===== src/design/rx_cfg.svh =====
`ifndef RX_CFG_SVH
`define RX_CFG_SVH

// register byte offsets
`define RX_REG_CTRL 8'h00
`define RX_REG_DATA 8'h04
`define RX_REG_IRQEN 8'h08
`define RX_REG_FLAG 8'h0C

// control/status byte fields
`define RX_CTRL_PORT_EN 7
`define RX_CTRL_NINE_SEL 6
`define RX_CTRL_RECV_EN 4
`define RX_CTRL_ADDR_EN 3
`define RX_CTRL_FRAMING_ERROR_BIT 2
`define RX_CTRL_OVERRUN_ERROR_BIT 1
`define RX_CTRL_NINTH 0

// interrupt enable byte fields
`define RX_IRQEN_GLOBAL 7
`define RX_IRQEN_PERIPH 6
`define RX_IRQEN_RX 5

// flag byte field
`define RX_FLAG_CHAR 5

// reset values of the writable bytes
`define RX_CTRL_RESET 8'h00
`define RX_IRQEN_RESET 8'h00

// oversampling timing in sample ticks, and last data bit numbers
`define RX_OVERSAMPLE 16
`define RX_MID_TICK 4'h7
`define RX_LAST_BIT8 4'h7
`define RX_LAST_BIT9 4'h8

// receive fifo
`define RX_FIFO_DEPTH 2

`endif


===== src/design/rx_pkg.sv =====
package rx_pkg;

	typedef enum logic [3:0] {
		ST_IDLE = 4'h1,
		ST_START = 4'h2,
		ST_DATA = 4'h4,
		ST_STOP = 4'h8
	} rx_state_type;

	typedef struct packed {
		logic framing_error_bit;
		logic [8:0] data;
	} rx_entry_type;

	typedef struct packed {
		rx_entry_type [1:0] mem;
		logic wr_ptr;
		logic rd_ptr;
		logic [1:0] cnt;
		rx_entry_type head;
	} rx_fifo_state_type;

	typedef struct packed {
		logic sync1;
		logic sync2;
		logic [1:0] hist;
	} rx_sampler_state_type;

	typedef struct packed {
		rx_state_type state;
		logic [3:0] tick_cnt;
		logic [3:0] bit_cnt;
		logic [8:0] shift;
		logic line_prev;
		logic port_en;
		logic nine_sel;
		logic recv_en;
		logic addr_en;
		logic global_irq_enable;
		logic peripheral_irq_enable;
		logic rxie;
		logic overrun;
		logic ack;
		logic [31:0] rdata;
		logic flag;
		logic irq;
	} rx_top_state_type;

endpackage


===== src/design/async_serial_receiver.sv =====
`timescale 1ns/100ps
`include "rx_cfg.svh"
module async_serial_receiver #(
	parameter int ADDR_W = 8
) (
	input wire logic clk,
	input wire logic rst_n,
	input wire logic wb_cyc_i,
	input wire logic wb_stb_i,
	input wire logic wb_we_i,
	input wire logic [ADDR_W-1:0] wb_adr_i,
	input wire logic [3:0] wb_sel_i,
	input wire logic [31:0] wb_dat_i,
	output logic [31:0] wb_dat_o,
	output logic wb_ack_o,
	input wire logic serial_input_pin,
	input wire logic sample_tick,
	output logic rx_char_flag,
	output logic irq_req
);
	rx_pkg::rx_top_state_type s_q, s_d;
	rx_pkg::rx_entry_type fifo_head;
	rx_pkg::rx_entry_type push_entry;
	logic [1:0] fifo_cnt;
	logic line_s;
	logic maj;
	logic fifo_push;
	logic fifo_pop;
	logic fifo_flush;
	logic rx_run;
	logic line_fall;
	logic decide;
	logic accept;
	logic bus_req;
	logic [7:0] ctrl_byte;
	logic [7:0] irqen_byte;
	logic [7:0] flag_byte;

	rx_sampler u_sampler (
		.clk(clk),
		.rst_n(rst_n),
		.serial_input_pin(serial_input_pin),
		.sample_tick(sample_tick),
		.line_s(line_s),
		.maj(maj)
	);

	rx_fifo u_fifo (
		.clk(clk),
		.rst_n(rst_n),
		.flush(fifo_flush),
		.push(fifo_push),
		.push_entry(push_entry),
		.pop(fifo_pop),
		.head(fifo_head),
		.count(fifo_cnt)
	);

	// readable bytes; framing and ninth bit come from the oldest entry
	always_comb begin
		ctrl_byte = 8'h00;
		ctrl_byte[`RX_CTRL_PORT_EN] = s_q.port_en;
		ctrl_byte[`RX_CTRL_NINE_SEL] = s_q.nine_sel;
		ctrl_byte[`RX_CTRL_RECV_EN] = s_q.recv_en;
		ctrl_byte[`RX_CTRL_ADDR_EN] = s_q.addr_en;
		ctrl_byte[`RX_CTRL_FRAMING_ERROR_BIT] = fifo_head.framing_error_bit;
		ctrl_byte[`RX_CTRL_OVERRUN_ERROR_BIT] = s_q.overrun;
		ctrl_byte[`RX_CTRL_NINTH] = fifo_head.data[8];
		irqen_byte = 8'h00;
		irqen_byte[`RX_IRQEN_GLOBAL] = s_q.global_irq_enable;
		irqen_byte[`RX_IRQEN_PERIPH] = s_q.peripheral_irq_enable;
		irqen_byte[`RX_IRQEN_RX] = s_q.rxie;
		flag_byte = 8'h00;
		flag_byte[`RX_FLAG_CHAR] = s_q.flag;
	end

	// receive sequencer, bus slave and flag logic in one next-state process
	always_comb begin
		s_d = s_q;
		fifo_push = 1'b0;
		fifo_pop = 1'b0;
		push_entry = '0;
		accept = 1'b0;
		rx_run = s_q.port_en && s_q.recv_en;
		line_fall = s_q.line_prev && !line_s;
		decide = sample_tick && (s_q.tick_cnt == `RX_MID_TICK);
		bus_req = wb_cyc_i && wb_stb_i && !s_q.ack;
		s_d.line_prev = line_s;
		if (sample_tick) begin
			s_d.tick_cnt = s_q.tick_cnt + 4'h1;
		end
		unique case (s_q.state)
			rx_pkg::ST_IDLE: begin
				if (rx_run && line_fall) begin
					s_d.state = rx_pkg::ST_START;
					s_d.tick_cnt = 4'h0;
				end
			end
			rx_pkg::ST_START: begin
				if (decide) begin
					if (maj) begin
						s_d.state = rx_pkg::ST_IDLE;
					end else begin
						s_d.state = rx_pkg::ST_DATA;
						s_d.bit_cnt = 4'h0;
					end
				end
			end
			rx_pkg::ST_DATA: begin
				if (decide) begin
					s_d.shift = {maj, s_q.shift[8:1]};
					s_d.bit_cnt = s_q.bit_cnt + 4'h1;
					if (s_q.bit_cnt == (s_q.nine_sel ? `RX_LAST_BIT9 : `RX_LAST_BIT8)) begin
						s_d.state = rx_pkg::ST_STOP;
					end
				end
			end
			rx_pkg::ST_STOP: begin
				if (decide) begin
					// low stop bit marks the entry, reception carries on
					push_entry.framing_error_bit = !maj;
					if (s_q.nine_sel) begin
						push_entry.data = s_q.shift;
					end else begin
						push_entry.data = {1'b0, s_q.shift[8:1]};
					end
					// filter applies only with nine-bit characters selected
					accept = !(s_q.addr_en && s_q.nine_sel && !push_entry.data[8]);
					if (accept && !s_q.overrun) begin
						if (fifo_cnt == 2'(`RX_FIFO_DEPTH)) begin
							s_d.overrun = 1'b1;
						end else begin
							fifo_push = 1'b1;
						end
					end
					s_d.state = rx_pkg::ST_IDLE;
				end
			end
			default: begin
				s_d.state = rx_pkg::ST_IDLE;
			end
		endcase
		// a partial character is dropped when either enable goes away
		if (!rx_run) begin
			s_d.state = rx_pkg::ST_IDLE;
			s_d.overrun = 1'b0;
		end
		// single-wait-state slave: ack one cycle after the strobe
		s_d.ack = bus_req;
		if (bus_req) begin
			s_d.rdata = 32'h0000_0000;
			if (wb_we_i && wb_sel_i[0]) begin
				unique case (wb_adr_i)
					ADDR_W'(`RX_REG_CTRL): begin
						s_d.port_en = wb_dat_i[`RX_CTRL_PORT_EN];
						s_d.nine_sel = wb_dat_i[`RX_CTRL_NINE_SEL];
						s_d.recv_en = wb_dat_i[`RX_CTRL_RECV_EN];
						s_d.addr_en = wb_dat_i[`RX_CTRL_ADDR_EN];
					end
					ADDR_W'(`RX_REG_IRQEN): begin
						s_d.global_irq_enable = wb_dat_i[`RX_IRQEN_GLOBAL];
						s_d.peripheral_irq_enable = wb_dat_i[`RX_IRQEN_PERIPH];
						s_d.rxie = wb_dat_i[`RX_IRQEN_RX];
					end
					default: begin
					end
				endcase
			end else if (!wb_we_i) begin
				unique case (wb_adr_i)
					ADDR_W'(`RX_REG_CTRL): s_d.rdata = {24'h000000, ctrl_byte};
					ADDR_W'(`RX_REG_DATA): begin
						s_d.rdata = {24'h000000, fifo_head.data[7:0]};
						fifo_pop = 1'b1;
					end
					ADDR_W'(`RX_REG_IRQEN): s_d.rdata = {24'h000000, irqen_byte};
					ADDR_W'(`RX_REG_FLAG): s_d.rdata = {24'h000000, flag_byte};
					default: s_d.rdata = 32'h0000_0000;
				endcase
			end
		end
		// flag has no write path; the request alone looks at the interrupt enables
		s_d.flag = rx_run && (fifo_cnt != 2'h0);
		s_d.irq = s_d.flag && s_d.global_irq_enable && s_d.peripheral_irq_enable && s_d.rxie;
	end

	// port disable empties the store, which also clears the framing bit
	assign fifo_flush = !s_q.port_en;

	always_ff @(posedge clk or negedge rst_n) begin
		if (!rst_n) begin
			s_q <= '0;
			s_q.state <= rx_pkg::ST_IDLE;
			s_q.line_prev <= 1'b1;
		end else begin
			s_q <= s_d;
		end
	end

	assign wb_dat_o = s_q.rdata;
	assign wb_ack_o = s_q.ack;
	assign rx_char_flag = s_q.flag;
	assign irq_req = s_q.irq;
endmodule


===== src/design/rx_fifo.sv =====
`timescale 1ns/100ps
`include "rx_cfg.svh"
// two-entry character store; oldest entry is held in a register
module rx_fifo (
	input wire logic clk,
	input wire logic rst_n,
	input wire logic flush,
	input wire logic push,
	input wire rx_pkg::rx_entry_type push_entry,
	input wire logic pop,
	output rx_pkg::rx_entry_type head,
	output logic [1:0] count
);
	rx_pkg::rx_fifo_state_type s_q, s_d;
	logic do_pop;
	logic do_push;

	// flush beats everything, so a port reset leaves no stale framing status
	always_comb begin
		s_d = s_q;
		do_pop = pop && (s_q.cnt != 2'h0);
		do_push = push && (s_q.cnt != 2'(`RX_FIFO_DEPTH));
		if (do_push) begin
			s_d.mem[s_q.wr_ptr] = push_entry;
			s_d.wr_ptr = ~s_q.wr_ptr;
		end
		if (do_pop) begin
			s_d.rd_ptr = ~s_q.rd_ptr;
		end
		s_d.cnt = s_q.cnt + 2'(do_push) - 2'(do_pop);
		if (flush) begin
			s_d = '0;
		end
		s_d.head = (s_d.cnt != 2'h0) ? s_d.mem[s_d.rd_ptr] : '0;
	end

	always_ff @(posedge clk or negedge rst_n) begin
		if (!rst_n) begin
			s_q <= '0;
		end else begin
			s_q <= s_d;
		end
	end

	assign head = s_q.head;
	assign count = s_q.cnt;
endmodule


===== src/design/rx_sampler.sv =====
`timescale 1ns/100ps
// two-flop synchroniser plus three-sample majority vote on the oversampling tick
module rx_sampler (
	input wire logic clk,
	input wire logic rst_n,
	input wire logic serial_input_pin,
	input wire logic sample_tick,
	output logic line_s,
	output logic maj
);
	rx_pkg::rx_sampler_state_type s_q, s_d;

	// sync1 feeds sync2 only; history is built from the second stage
	always_comb begin
		s_d = s_q;
		s_d.sync1 = serial_input_pin;
		s_d.sync2 = s_q.sync1;
		if (sample_tick) begin
			s_d.hist = {s_q.hist[0], s_q.sync2};
		end
	end

	always_ff @(posedge clk or negedge rst_n) begin
		if (!rst_n) begin
			s_q <= '{sync1: 1'b1, sync2: 1'b1, hist: 2'h3};
		end else begin
			s_q <= s_d;
		end
	end

	assign line_s = s_q.sync2;
	// two earlier ticks plus the present level, at least two of three win
	assign maj = (s_q.hist[1] & s_q.hist[0]) | (s_q.hist[1] & s_q.sync2) |
		(s_q.hist[0] & s_q.sync2);
endmodule


===== config.mk =====
export PLATFORM = sky130hd
export DESIGN_NAME = async_serial_receiver
export DESIGN_NICKNAME = d
export VERILOG_FILES = /design/src/design/rx_pkg.sv /design/src/design/async_serial_receiver.sv /design/src/design/rx_fifo.sv /design/src/design/rx_sampler.sv
export VERILOG_INCLUDE_DIRS = /design/src /design/src/design
export SDC_FILE = /design/constraint.sdc
export NUM_CORES = 1
export LEC_CHECK = 0
export BUFFER_PORTS_ARGS = -buffer_cell sky130_fd_sc_hd__buf_2
export CAP_MARGIN = 20
export CORE_AREA = 2 2 99 77
export CTS_BUF_LIST = sky130_fd_sc_hd__clkbuf_4 sky130_fd_sc_hd__clkbuf_8 sky130_fd_sc_hd__clkbuf_16
export DETAILED_ROUTE_END_ITERATION = 8
export DIE_AREA = 0 0 101 79
export GPL_TIMING_DRIVEN = 0
export MAX_ROUTING_LAYER = met4
export PLACE_DENSITY = 0.84
export SYNTH_ARGS = -nofsm -noshare
export SYNTH_HDL_FRONTEND = slang
export SYNTH_SLANG_ARGS = --single-unit

===== constraint.sdc =====
create_clock -name clk -period 7.87 [get_ports clk]
set_input_delay 0.3935 -clock clk [delete_from_list [all_inputs] [get_ports clk]]
set_output_delay 0.3935 -clock clk [all_outputs]
set_load 0.02 [all_outputs]

==> results.yml, run 1 <==
status:
  run_status: "complete, no violations"
placement:
  io_buffer_count: 29
  gp_congestion: 0.9255
  dp_hpwl_mm: 5.976
  post-place-cells: 508
layout:
  antenna_cells: 0
  drive_gt1_frac: 0.2586
  final_common_cell: "dfrtp_1"
  fin_cells: 524
  final_cell_mix: "73 x dfrtp_1, 33 x buf_4, 30 x buf_2"
  syn_to_final_growth_pct: 14.38
  layout.nets: 487
synth:
  syn_area_sq_um: 4028
  synth_edf_count: 0
  synth-seq-cells: 79
  synth-main-ff-cell: "dfrtp_1"
  async_flop_share: 1.000
  syn_inst: 368
  yosysWarnings: 0
  synth.distinct_cells: 47
  seq_area_frac_synth: 0.4927
  synth_area_per_cell_sq_um: 10.94
detailed_routing:
  drt_iter0_markers: 251
  vias: 3113
  wire_per_inst_um: 16.73
  drc_errors: 0
  wl_mm: 8.765
  postRouteAntennaNets: 0
  via_per_inst: 5.941
  firstDrtPassIters: 5
setup_path:
  reg2reg_from: "wb_ack_o$_DFF_PN0_"
  crit_fanout: 10
  reg2reg_slack_ns: 4.73
  reg2reg_to: "u_fifo.head[4]$_DFF_PN0_"
  endpoint_kind: "flip-flop"
  cpPeakStageDelay_ns: 0.60
  path_buf_inv: 2
  crit_type: "primary input to flip-flop"
  cp.required_ns: 8.05
  slowest_stage: "nor2_1"
  start_kind: "primary input"
  crit_family: "simple AND/OR/NAND/NOR gates"
  r2r_cells: 10
  path_cells: "buf_2 > or4_4 > or4_4 > nor4b_1 > ha_1 > inv_1 > ha_1 > xnor2_1 > and2_1 > nor2_1 > a21oi_1"
  worst_ep_arrival_time_ns: 3.36
run:
  max_cap_violations: 0
sta:
  finalCritPeriodShare: 0.4040
  drv_slew: 0
  fin_skew_ns: 0.01502
  tightest_slew_ns: 0.8893
  fin_crit_ns: 3.179
  rsz0062_at_grt: "false"
  setup_tns_ns: 0
  fmax_ghz: 0.3145
  finalHoldViolCount: 0
  relSlewSlack: 0.4016
  setup_viol: 0
power:
  p_per_area_nw_per_um2: 181.6
  p_leak_uw: 0.002413
  irDropWorstVdd_v: 0.00009575
floorplanning:
  die_h_um: 79
  die_area_sq_um: 7979
  fp-row-count: 27
  ioPinCount: 86
  die-width_um: 101
  initial_core_util: 0.5677
  design.core.area_sq_um: 7094
cts:
  cts_tree: "yes"
  hold_buffers: 0
  clock-sinks: 79
  postCtsSetupRepairBufs: 0
  clk_latency_ns: 0.36
  cts_buffers: 9
  cts-root-buf: "clkbuf_8"
  cts-resized-gates: 0
  cts_buffer_depth: 2
  clk_pin_slew_worst_paths_ns: 0.09
  htree_levels: 3
global_routing:
  grt_overflow: 0
  gr-usage-met2: 0.3600
  track_usage: 0.2432
  antenna_found_initial: 0
  grt_first_pass_wirelength_mm: 14.52
  grt_pass1_vias: 2970
  top_usage_layer: "met2"
  grt_start_max_net_pins: 41
  met3_usage: 0.05722
  grt_use_met1: 0.3295
min_path:
  hold_class: "primary input to async pin"
==> report_power, final <==
part / total [uW] / internal (uW) / switching (uW)
sequential: 434 / 421 / 13.6
combinational: 73.0 / 30.4 / 42.6
clock: 329 / 181 / 148
==> through the flow <==
| step | total power, uW | hold slack (ns) | instance area (sq um) | util | setup WS, ns |
|---|---|---|---|---|---|
| after floorplan | 488.2 | 0.09791 | 4114 | - | 4.945 |
| after global placement | 507.5 | 0.3460 | 4368 | 0.6157 | 4.423 |
| after detailed placement | 513.8 | 0.3478 | 4390 | 0.6189 | 4.385 |
| after CTS | 843.6 | 0.009523 | 4607 | 0.6494 | 4.723 |
| after global routing | 868.3 | 0.03128 | 4607 | 0.6494 | 4.605 |
| final | 836.5 | 0.0002418 | 4607 | 0.6494 | 4.691 |
==> Yosys cell counts, types with 2 or more instances <==
cell      instances  share of area
a21oi_1          10          0.012
nand4_1          19          0.030
mux2i_1          17          0.042
nand3_1           4         0.0050
buf_4            32          0.060
a22o_1            5          0.011
mux2_2           21          0.059
nor4b_1           2         0.0043
o21a_1            3         0.0056
dfrtp_1          73           0.45
o211ai_1         20          0.037
o211a_1          19          0.047
buf_2             2         0.0025
xor2_1            4         0.0087
ha_1              4          0.012
nor3_1            5         0.0062
o21ai_0          17          0.021
or3_1             2         0.0031
nor2b_1           6         0.0093
nor2_1           15          0.014
inv_1             7         0.0065
xnor2_1           5          0.011
nor4_1            2         0.0031
buf_1             3         0.0028
and2_1            4         0.0062
nand3b_1          2         0.0037
nand2_1          16          0.015
clkbuf_1         18          0.017
a211oi_1          2         0.0037
dfstp_2           6          0.039
or4_1             2         0.0037
nor3b_1           5         0.0093
or4_4             2         0.0056
==> state kept, by name (all words and copies together) (netlist names), 2 cells and up <==
name           cells
ctrl_byte          5
irqen_byte         3
s_q               22
u_fifo.count       2
u_fifo.head       10
u_fifo.s_q        22
u_sampler.s_q      2
wb_dat_o           8
==> worst max path at each step <==
stage / startpoint / endpoint / slack (ns) / cells after the start
2_1_floorplan: wb_adr_i[1] / u_fifo.head[8]$_DFF_PN0_ / 4.95 / 9
3_3_place_gp: wb_adr_i[1] / u_fifo.head[4]$_DFF_PN0_ / 4.42 / 10
3_5_place_dp: wb_adr_i[1] / u_fifo.head[4]$_DFF_PN0_ / 4.38 / 10
4_1_cts: wb_adr_i[1] / u_fifo.head[4]$_DFF_PN0_ / 4.72 / 10
5_1_grt: wb_adr_i[1] / u_fifo.head[7]$_DFF_PN0_ / 4.61 / 11
6_report: wb_adr_i[1] / u_fifo.head[4]$_DFF_PN0_ / 4.69 / 11
==> kinds of logic (layout without fill, tap and decap cells) <==
group	Yosys count	after routing	synth area share
xor+xnor	9	9	0.01957
fa+ha+maj	5	5	0.01491
buf+inv	62	108	0.08823
mux	38	38	0.1010
flops	79	79	0.4927
simple gates	93	93	0.1342
other cells	1	24	0.0009311
compound gates	81	81	0.1485
==> worst register-to-register path, stage by stage, from the launching register on <==
cell      delay (ns)
dfrtp_1         0.38
nand3b_1        0.18
or4_4           0.53
nor4b_1         0.30
ha_1            0.29
inv_1           0.06
ha_1            0.16
xnor2_1         0.07
and2_1          0.17
nor2_1          0.60
a21oi_1         0.22
==> cell type report <==
cell class | count | area, sq um
Fill cell | 582 | 2487
Sequential cell | 79 | 1984
Multi-Input combinational cell | 250 | 1774
Buffer | 55 | 329.1
Timing Repair Buffer | 30 | 167.7
Clock buffer | 10 | 131.4
Tap cell | 87 | 108.9
Clock inverter | 6 | 85.08
Inverter | 7 | 26.28
==> metal layers <==
layer / routed length (um) / share of wire / vias to the layer above
li1: - / - / 1424
met1: 3915 / 0.45 / 1512
met2: 4010 / 0.46 / 154
met3: 648 / 0.074 / 23
met4: 190 / 0.022 / 0
met5: 0 / 0 / -
(Power assumes the default switching activity.)
==> run 2: changes to the inputs <==
--- a/config.mk
+++ b/config.mk
@@ -8,13 +8,13 @@
 export LEC_CHECK = 0
 export BUFFER_PORTS_ARGS = -buffer_cell sky130_fd_sc_hd__buf_2
 export CAP_MARGIN = 20
-export CORE_AREA = 2 2 99 77
+export CORE_AREA = 2 2 102 80
 export CTS_BUF_LIST = sky130_fd_sc_hd__clkbuf_4 sky130_fd_sc_hd__clkbuf_8 sky130_fd_sc_hd__clkbuf_16
 export DETAILED_ROUTE_END_ITERATION = 8
-export DIE_AREA = 0 0 101 79
+export DIE_AREA = 0 0 104 82
 export GPL_TIMING_DRIVEN = 0
 export MAX_ROUTING_LAYER = met4
-export PLACE_DENSITY = 0.84
+export PLACE_DENSITY = 0.79
 export SYNTH_ARGS = -nofsm -noshare
 export SYNTH_HDL_FRONTEND = slang
 export SYNTH_SLANG_ARGS = --single-unit
==> constraint.sdc (replaced) <==
create_clock -name clk -period 3.2 [get_ports clk]
set_input_delay 0.16 -clock clk [delete_from_list [all_inputs] [get_ports clk]]
set_output_delay 0.16 -clock clk [all_outputs]
set_load 0.02 [all_outputs]
==> results.yml, run 2 (synthesized netlist as in run 1, its figures left out) <==
global_routing:
  grt_start_max_net_pins: 45
  track_usage: 0.2182
  grt_overflow: 0
  antenna_found_initial: 0
  grt_first_pass_wirelength_mm: 14.15
  grt_pass1_vias: 2850
setup_path:
  crit_type: "flip-flop to flip-flop"
  worst_ep_arrival_time_ns: 3.07
  cp.depth: 9
  cpPeakStageDelay_ns: 0.53
  crit_family: "simple AND/OR/NAND/NOR gates"
  slowest_stage: "or4_4"
  path_buf_inv: 1
  crit_fanout: 10
  crit_path_end: "u_fifo.head[7]$_DFF_PN0_"
  reg2reg_to: "u_fifo.head[7]$_DFF_PN0_"
  cp-startpoint: "wb_ack_o$_DFF_PN0_"
  r2r_cells: 9
  endpoint_kind: "flip-flop"
  reg2reg_slack_ns: 0.31
  cp.required_ns: 3.38
  reg2reg_from: "wb_ack_o$_DFF_PN0_"
  start_kind: "flip-flop"
  path_cells: "nand3b_1 > or4_4 > nor4b_1 > ha_1 > inv_1 > ha_1 > and2_1 > nor2_2 > a21oi_1"
  path_common_cell: "ha_1"
sta:
  setup_ws_ns: 0.3122
  fin_crit_ns: 2.888
  fmax_ghz: 0.3463
  finalHoldViolCount: 0
  drv_slew: 0
  tightest_slew_ns: 0.9007
  setup_viol: 0
  fin_skew_ns: 0.009784
  rsz0062_at_grt: "false"
  relSlewSlack: 0.3940
  finalCritPeriodShare: 0.9024
layout:
  final_cell_mix: "73 x dfrtp_1, 33 x buf_4, 30 x buf_2"
  layout.nets: 489
  antenna_cells: 0
  fin_area_sq_um: 4613
  final_common_cell: "dfrtp_1"
  fin_cells: 544
  syn_to_final_growth_pct: 14.54
  drive_gt1_frac: 0.2597
  fin_util: 0.6096
status:
  run_status: "complete, no violations"
floorplanning:
  ioPinCount: 86
  fp-row-count: 28
  design.core.area_sq_um: 7567
  die_area_sq_um: 8528
  die-width_um: 104
  initial_core_util: 0.5322
  die_h_um: 82
cts:
  postCtsSetupRepairBufs: 0
  clock-sinks: 79
  htree_levels: 3
  clk_pin_slew_worst_paths_ns: 0.08
  cts_buffer_depth: 2
  clk_latency_ns: 0.35
  cts_tree: "yes"
  cts-root-buf: "clkbuf_8"
  cts_buffers: 9
detailed_routing:
  wl_mm: 8.360
  vias: 2993
  drc_errors: 0
  via_per_inst: 5.502
  drt_iter0_markers: 193
  firstDrtPassIters: 5
  postRouteAntennaNets: 0
  wire_per_inst_um: 15.37
min_path:
  hold_class: "primary input to flip-flop"
  min-delay-start: "wb_dat_i[4]"
placement:
  pre_cts_slack_ns: -0.05672
  placed_cell_area_sq_um: 4413
  post-place-cells: 526
  io_buffer_count: 29
  gp_congestion: 0.9142
  dp_hpwl_mm: 6.047
power:
  p_leak_uw: 0.002415
  p_per_area_nw_per_um2: 413.4
  irDropWorstVdd_v: 0.0002236
run:
  max_cap_violations: 0
-- run 2: what timing repair did --
| action | CTS | global route |
|---|---|---|
| hold buffers | 2 | 0 |
| gates resized for setup | 0 | 1 |
| setup endpoints to repair | 0 | 10 |
| hold endpoints to repair | 36 | 0 |
-- run 2: worst min path at each step --
| stage | end | cells past startpoint |
|---|---|---|
| global route | ctrl_byte[4]$_DFFE_PN0P_ | 2 |
| finish | ctrl_byte[4]$_DFFE_PN0P_ | 2 |
| detailed placement | s_q[60]$_DFF_PN0_ | 1 |
| floorplan | ctrl_byte[1]$_DFFE_PN0P_ | 0 |
| CTS | ctrl_byte[4]$_DFFE_PN0P_ | 2 |
| global placement | u_sampler.s_d[2]$_DFF_PN1_ | 1 |
-- run 2: layer usage --
layer,global-route usage,wire (um),vias up
met2,0.3349,3780,116
met3,0.05952,621,15
met5,-,0,-
met4,0.05000,89,0
met1,0.2935,3869,1429
li1,-,-,1433
-- run 2: report_power, final --
group / internal, uW / total, uW / leakage [uW] / switching, uW
Combinational: 76.4 / 177 / 0.00124 / 101
Clock: 336 / 665 / 0.0000981 / 330
Sequential: 1040 / 1060 / 0.00107 / 29.3
Total: 1450 / 1910 / 0.00242 / 460
-- run 2: final cells by class --
cell class                      instances  area, sq um
Fill cell                             630         2954
Timing Repair Buffer                   32        187.7
Buffer                                 55        329.1
Clock buffer                           14        167.7
Sequential cell                        79         1984
Multi-Input combinational cell        250         1777
Clock inverter                          2        10.01
Inverter                                7        26.28
Tap cell                              105        131.4
-- run 2: metrics by stage --
stage	hold slack [ns]	TNS [ns]	total power (uW)
global route	0.03803	0	2003
floorplan	-0.1356	0	1201
CTS	0.03535	0	1924
global placement	0.2654	-0.01018	1248
finish	0.04325	0	1907
detailed placement	0.1455	-0.08558	1259
==> run 3: changes to the inputs <==
--- a/config.mk
+++ b/config.mk
@@ -8,13 +8,13 @@
 export LEC_CHECK = 0
 export BUFFER_PORTS_ARGS = -buffer_cell sky130_fd_sc_hd__buf_2
 export CAP_MARGIN = 20
-export CORE_AREA = 2 2 102 80
+export CORE_AREA = 2 2 99 77
 export CTS_BUF_LIST = sky130_fd_sc_hd__clkbuf_4 sky130_fd_sc_hd__clkbuf_8 sky130_fd_sc_hd__clkbuf_16
 export DETAILED_ROUTE_END_ITERATION = 8
-export DIE_AREA = 0 0 104 82
+export DIE_AREA = 0 0 101 79
 export GPL_TIMING_DRIVEN = 0
 export MAX_ROUTING_LAYER = met4
-export PLACE_DENSITY = 0.79
+export PLACE_DENSITY = 0.84
 export SYNTH_ARGS = -nofsm -noshare
 export SYNTH_HDL_FRONTEND = slang
 export SYNTH_SLANG_ARGS = --single-unit
==> constraint.sdc (replaced) <==
create_clock -name clk -period 3.5 [get_ports clk]
set_input_delay 0.175 -clock clk [delete_from_list [all_inputs] [get_ports clk]]
set_output_delay 0.175 -clock clk [all_outputs]
set_load 0.02 [all_outputs]
==> results.yml, run 3 (synthesized netlist as in run 1, its figures left out) <==
power:
  p_leak_uw: 0.002422
  p_per_area_nw_per_um2: 406.7
  finalPower_uw: 1882
  irDropWorstVdd_v: 0.0002151
layout:
  syn_to_final_growth_pct: 14.88
  layout.nets: 489
  fin_util: 0.6522
  final_cell_mix: "73 x dfrtp_1, 33 x buf_4, 30 x buf_2"
  fill_cells: 583
  antenna_cells: 0
  drive_gt1_frac: 0.2574
  final_common_cell: "dfrtp_1"
global_routing:
  grt_start_max_net_pins: 41
  grt_first_pass_wirelength_mm: 14.54
  top_usage_layer: "met2"
  grt_use_met1: 0.3300
  met3_usage: 0.05722
  gr-usage-met2: 0.3600
  track_usage: 0.2434
  grt_overflow: 0
  grt_pass1_vias: 2973
  antenna_found_initial: 0
sta:
  tightest_slew_ns: 0.9040
  fin_skew_ns: 0.01477
  relSlewSlack: 0.3918
  finalCritPeriodShare: 0.8960
  setup_tns_ns: 0
  fin_crit_ns: 3.136
  fmax_ghz: 0.3189
  drv_slew: 0
  finalHoldViolCount: 0
  setup_viol: 0
  rsz0062_at_grt: "false"
detailed_routing:
  postRouteAntennaNets: 0
  firstDrtPassIters: 5
  drt_iter0_markers: 241
  via_per_inst: 5.907
  wl_mm: 8.771
  vias: 3107
  drc_errors: 0
  wire_per_inst_um: 16.67
setup_path:
  path_cells: "nand3b_1 > or4_4 > nor4b_1 > ha_1 > inv_1 > ha_1 > xnor2_1 > and2_1 > nor2_1 > a21oi_1"
  path_common_cell: "ha_1"
  cpPeakStageDelay_ns: 0.61
  worst_ep_arrival_time_ns: 3.32
  crit_fanout: 10
  start_kind: "flip-flop"
  endpoint_kind: "flip-flop"
  crit_type: "flip-flop to flip-flop"
  cp.required_ns: 3.68
  slowest_stage: "nor2_1"
cts:
  cts_buffers: 9
  hold_buffers: 2
  clk_latency_ns: 0.36
  cts_tree: "yes"
  cts_buffer_depth: 2
  clock-sinks: 79
  htree_levels: 3
  clk_pin_slew_worst_paths_ns: 0.09
  cts-root-buf: "clkbuf_8"
  postCtsSetupRepairBufs: 0
  cts-resized-gates: 0
placement:
  io_buffer_count: 29
  dp_hpwl_mm: 5.976
  gp_congestion: 0.9255
floorplanning:
  die-width_um: 101
  initial_core_util: 0.5677
  die_area_sq_um: 7979
  fp-row-count: 27
  ioPinCount: 86
  die_h_um: 79
  design.core.area_sq_um: 7094
run:
  max_cap_violations: 0
status:
  run_status: "complete, no violations"
min_path:
  hold_class: "primary input to flip-flop"
==> run 3: cell count changes in the layout (fill, tap and decap cells not counted), sizes merged <==
cell and delta:
clkbuf -4, bufinv +2, clkinvlp +2
==> run 3: through the flow <==
step                setup WS [ns]  hold slack, ns  cells  instance area, sq um
global placement           0.2712          0.2809    507                  4368
finish                     0.3640         0.04224    526                  4627
global route               0.2483         0.05103    526                  4627
floorplan                  0.7939         -0.1206    391                  4114
CTS                        0.3723         0.03394    526                  4627
detailed placement         0.2330          0.1812    508                  4390
==> run 3: cell type report <==
type	count	area (sq um)	share of cell area
inverter	7	26.28	0.005679
clock buffer	10	131.4	0.02839
timing repair buffer	32	187.7	0.04056
sequential	79	1984	0.4289
tap	87	108.9	0.02353
multi-input combinational	250	1774	0.3834
clock inverter	6	85.08	0.01839
buffer	55	329.1	0.07112
==> run 3: per-layer routing <==
| layer | vias up | wire length [um] | part of all wire |
|---|---|---|---|
| li1 | 1430 | - | - |
| met3 | 22 | 720 | 0.082 |
| met5 | - | 0 | 0 |
| met2 | 160 | 3969 | 0.45 |
| met1 | 1495 | 3868 | 0.44 |
| met4 | 0 | 213 | 0.024 |
==> run 3: worst max-delay path: cells and delay by family, from the launching register on <==
kind | cells | cell delay (ns)
xor gates and xnor gates | 1 | 0.07
buffers and inverters | 1 | 0.06
DFF | 1 | 0.38
adders and majority gates | 2 | 0.45
and+or+nand+nor | 5 | 1.79
AOI/OAI and AO/OA | 1 | 0.20
==> run 3: power breakdown <==
part	internal (uW)	leakage [uW]	switching (uW)
clock	407	0.000106	332
combinational	69.8	0.00124	96.3
sequential	946	0.00107	30.4
==> run 3: worst paths after layout <==
kind,start,end,slack [ns],depth (start not counted)
max,wb_ack_o$_DFF_PN0_,u_fifo.head[4]$_DFF_PN0_,0.36,10
min,wb_dat_i[4],ctrl_byte[4]$_DFFE_PN0P_,0.04,2
max reg2reg,wb_ack_o$_DFF_PN0_,u_fifo.head[4]$_DFF_PN0_,0.36,10
min reg2reg,u_sampler.s_d[2]$_DFF_PN1_,u_sampler.line_s$_DFF_PN1_,0.36,0
max in group asynchronous,rst_n,u_sampler.s_d[2]$_DFF_PN1_,2.51,3
min in group asynchronous,rst_n,s_q[60]$_DFF_PN0_,0.32,2
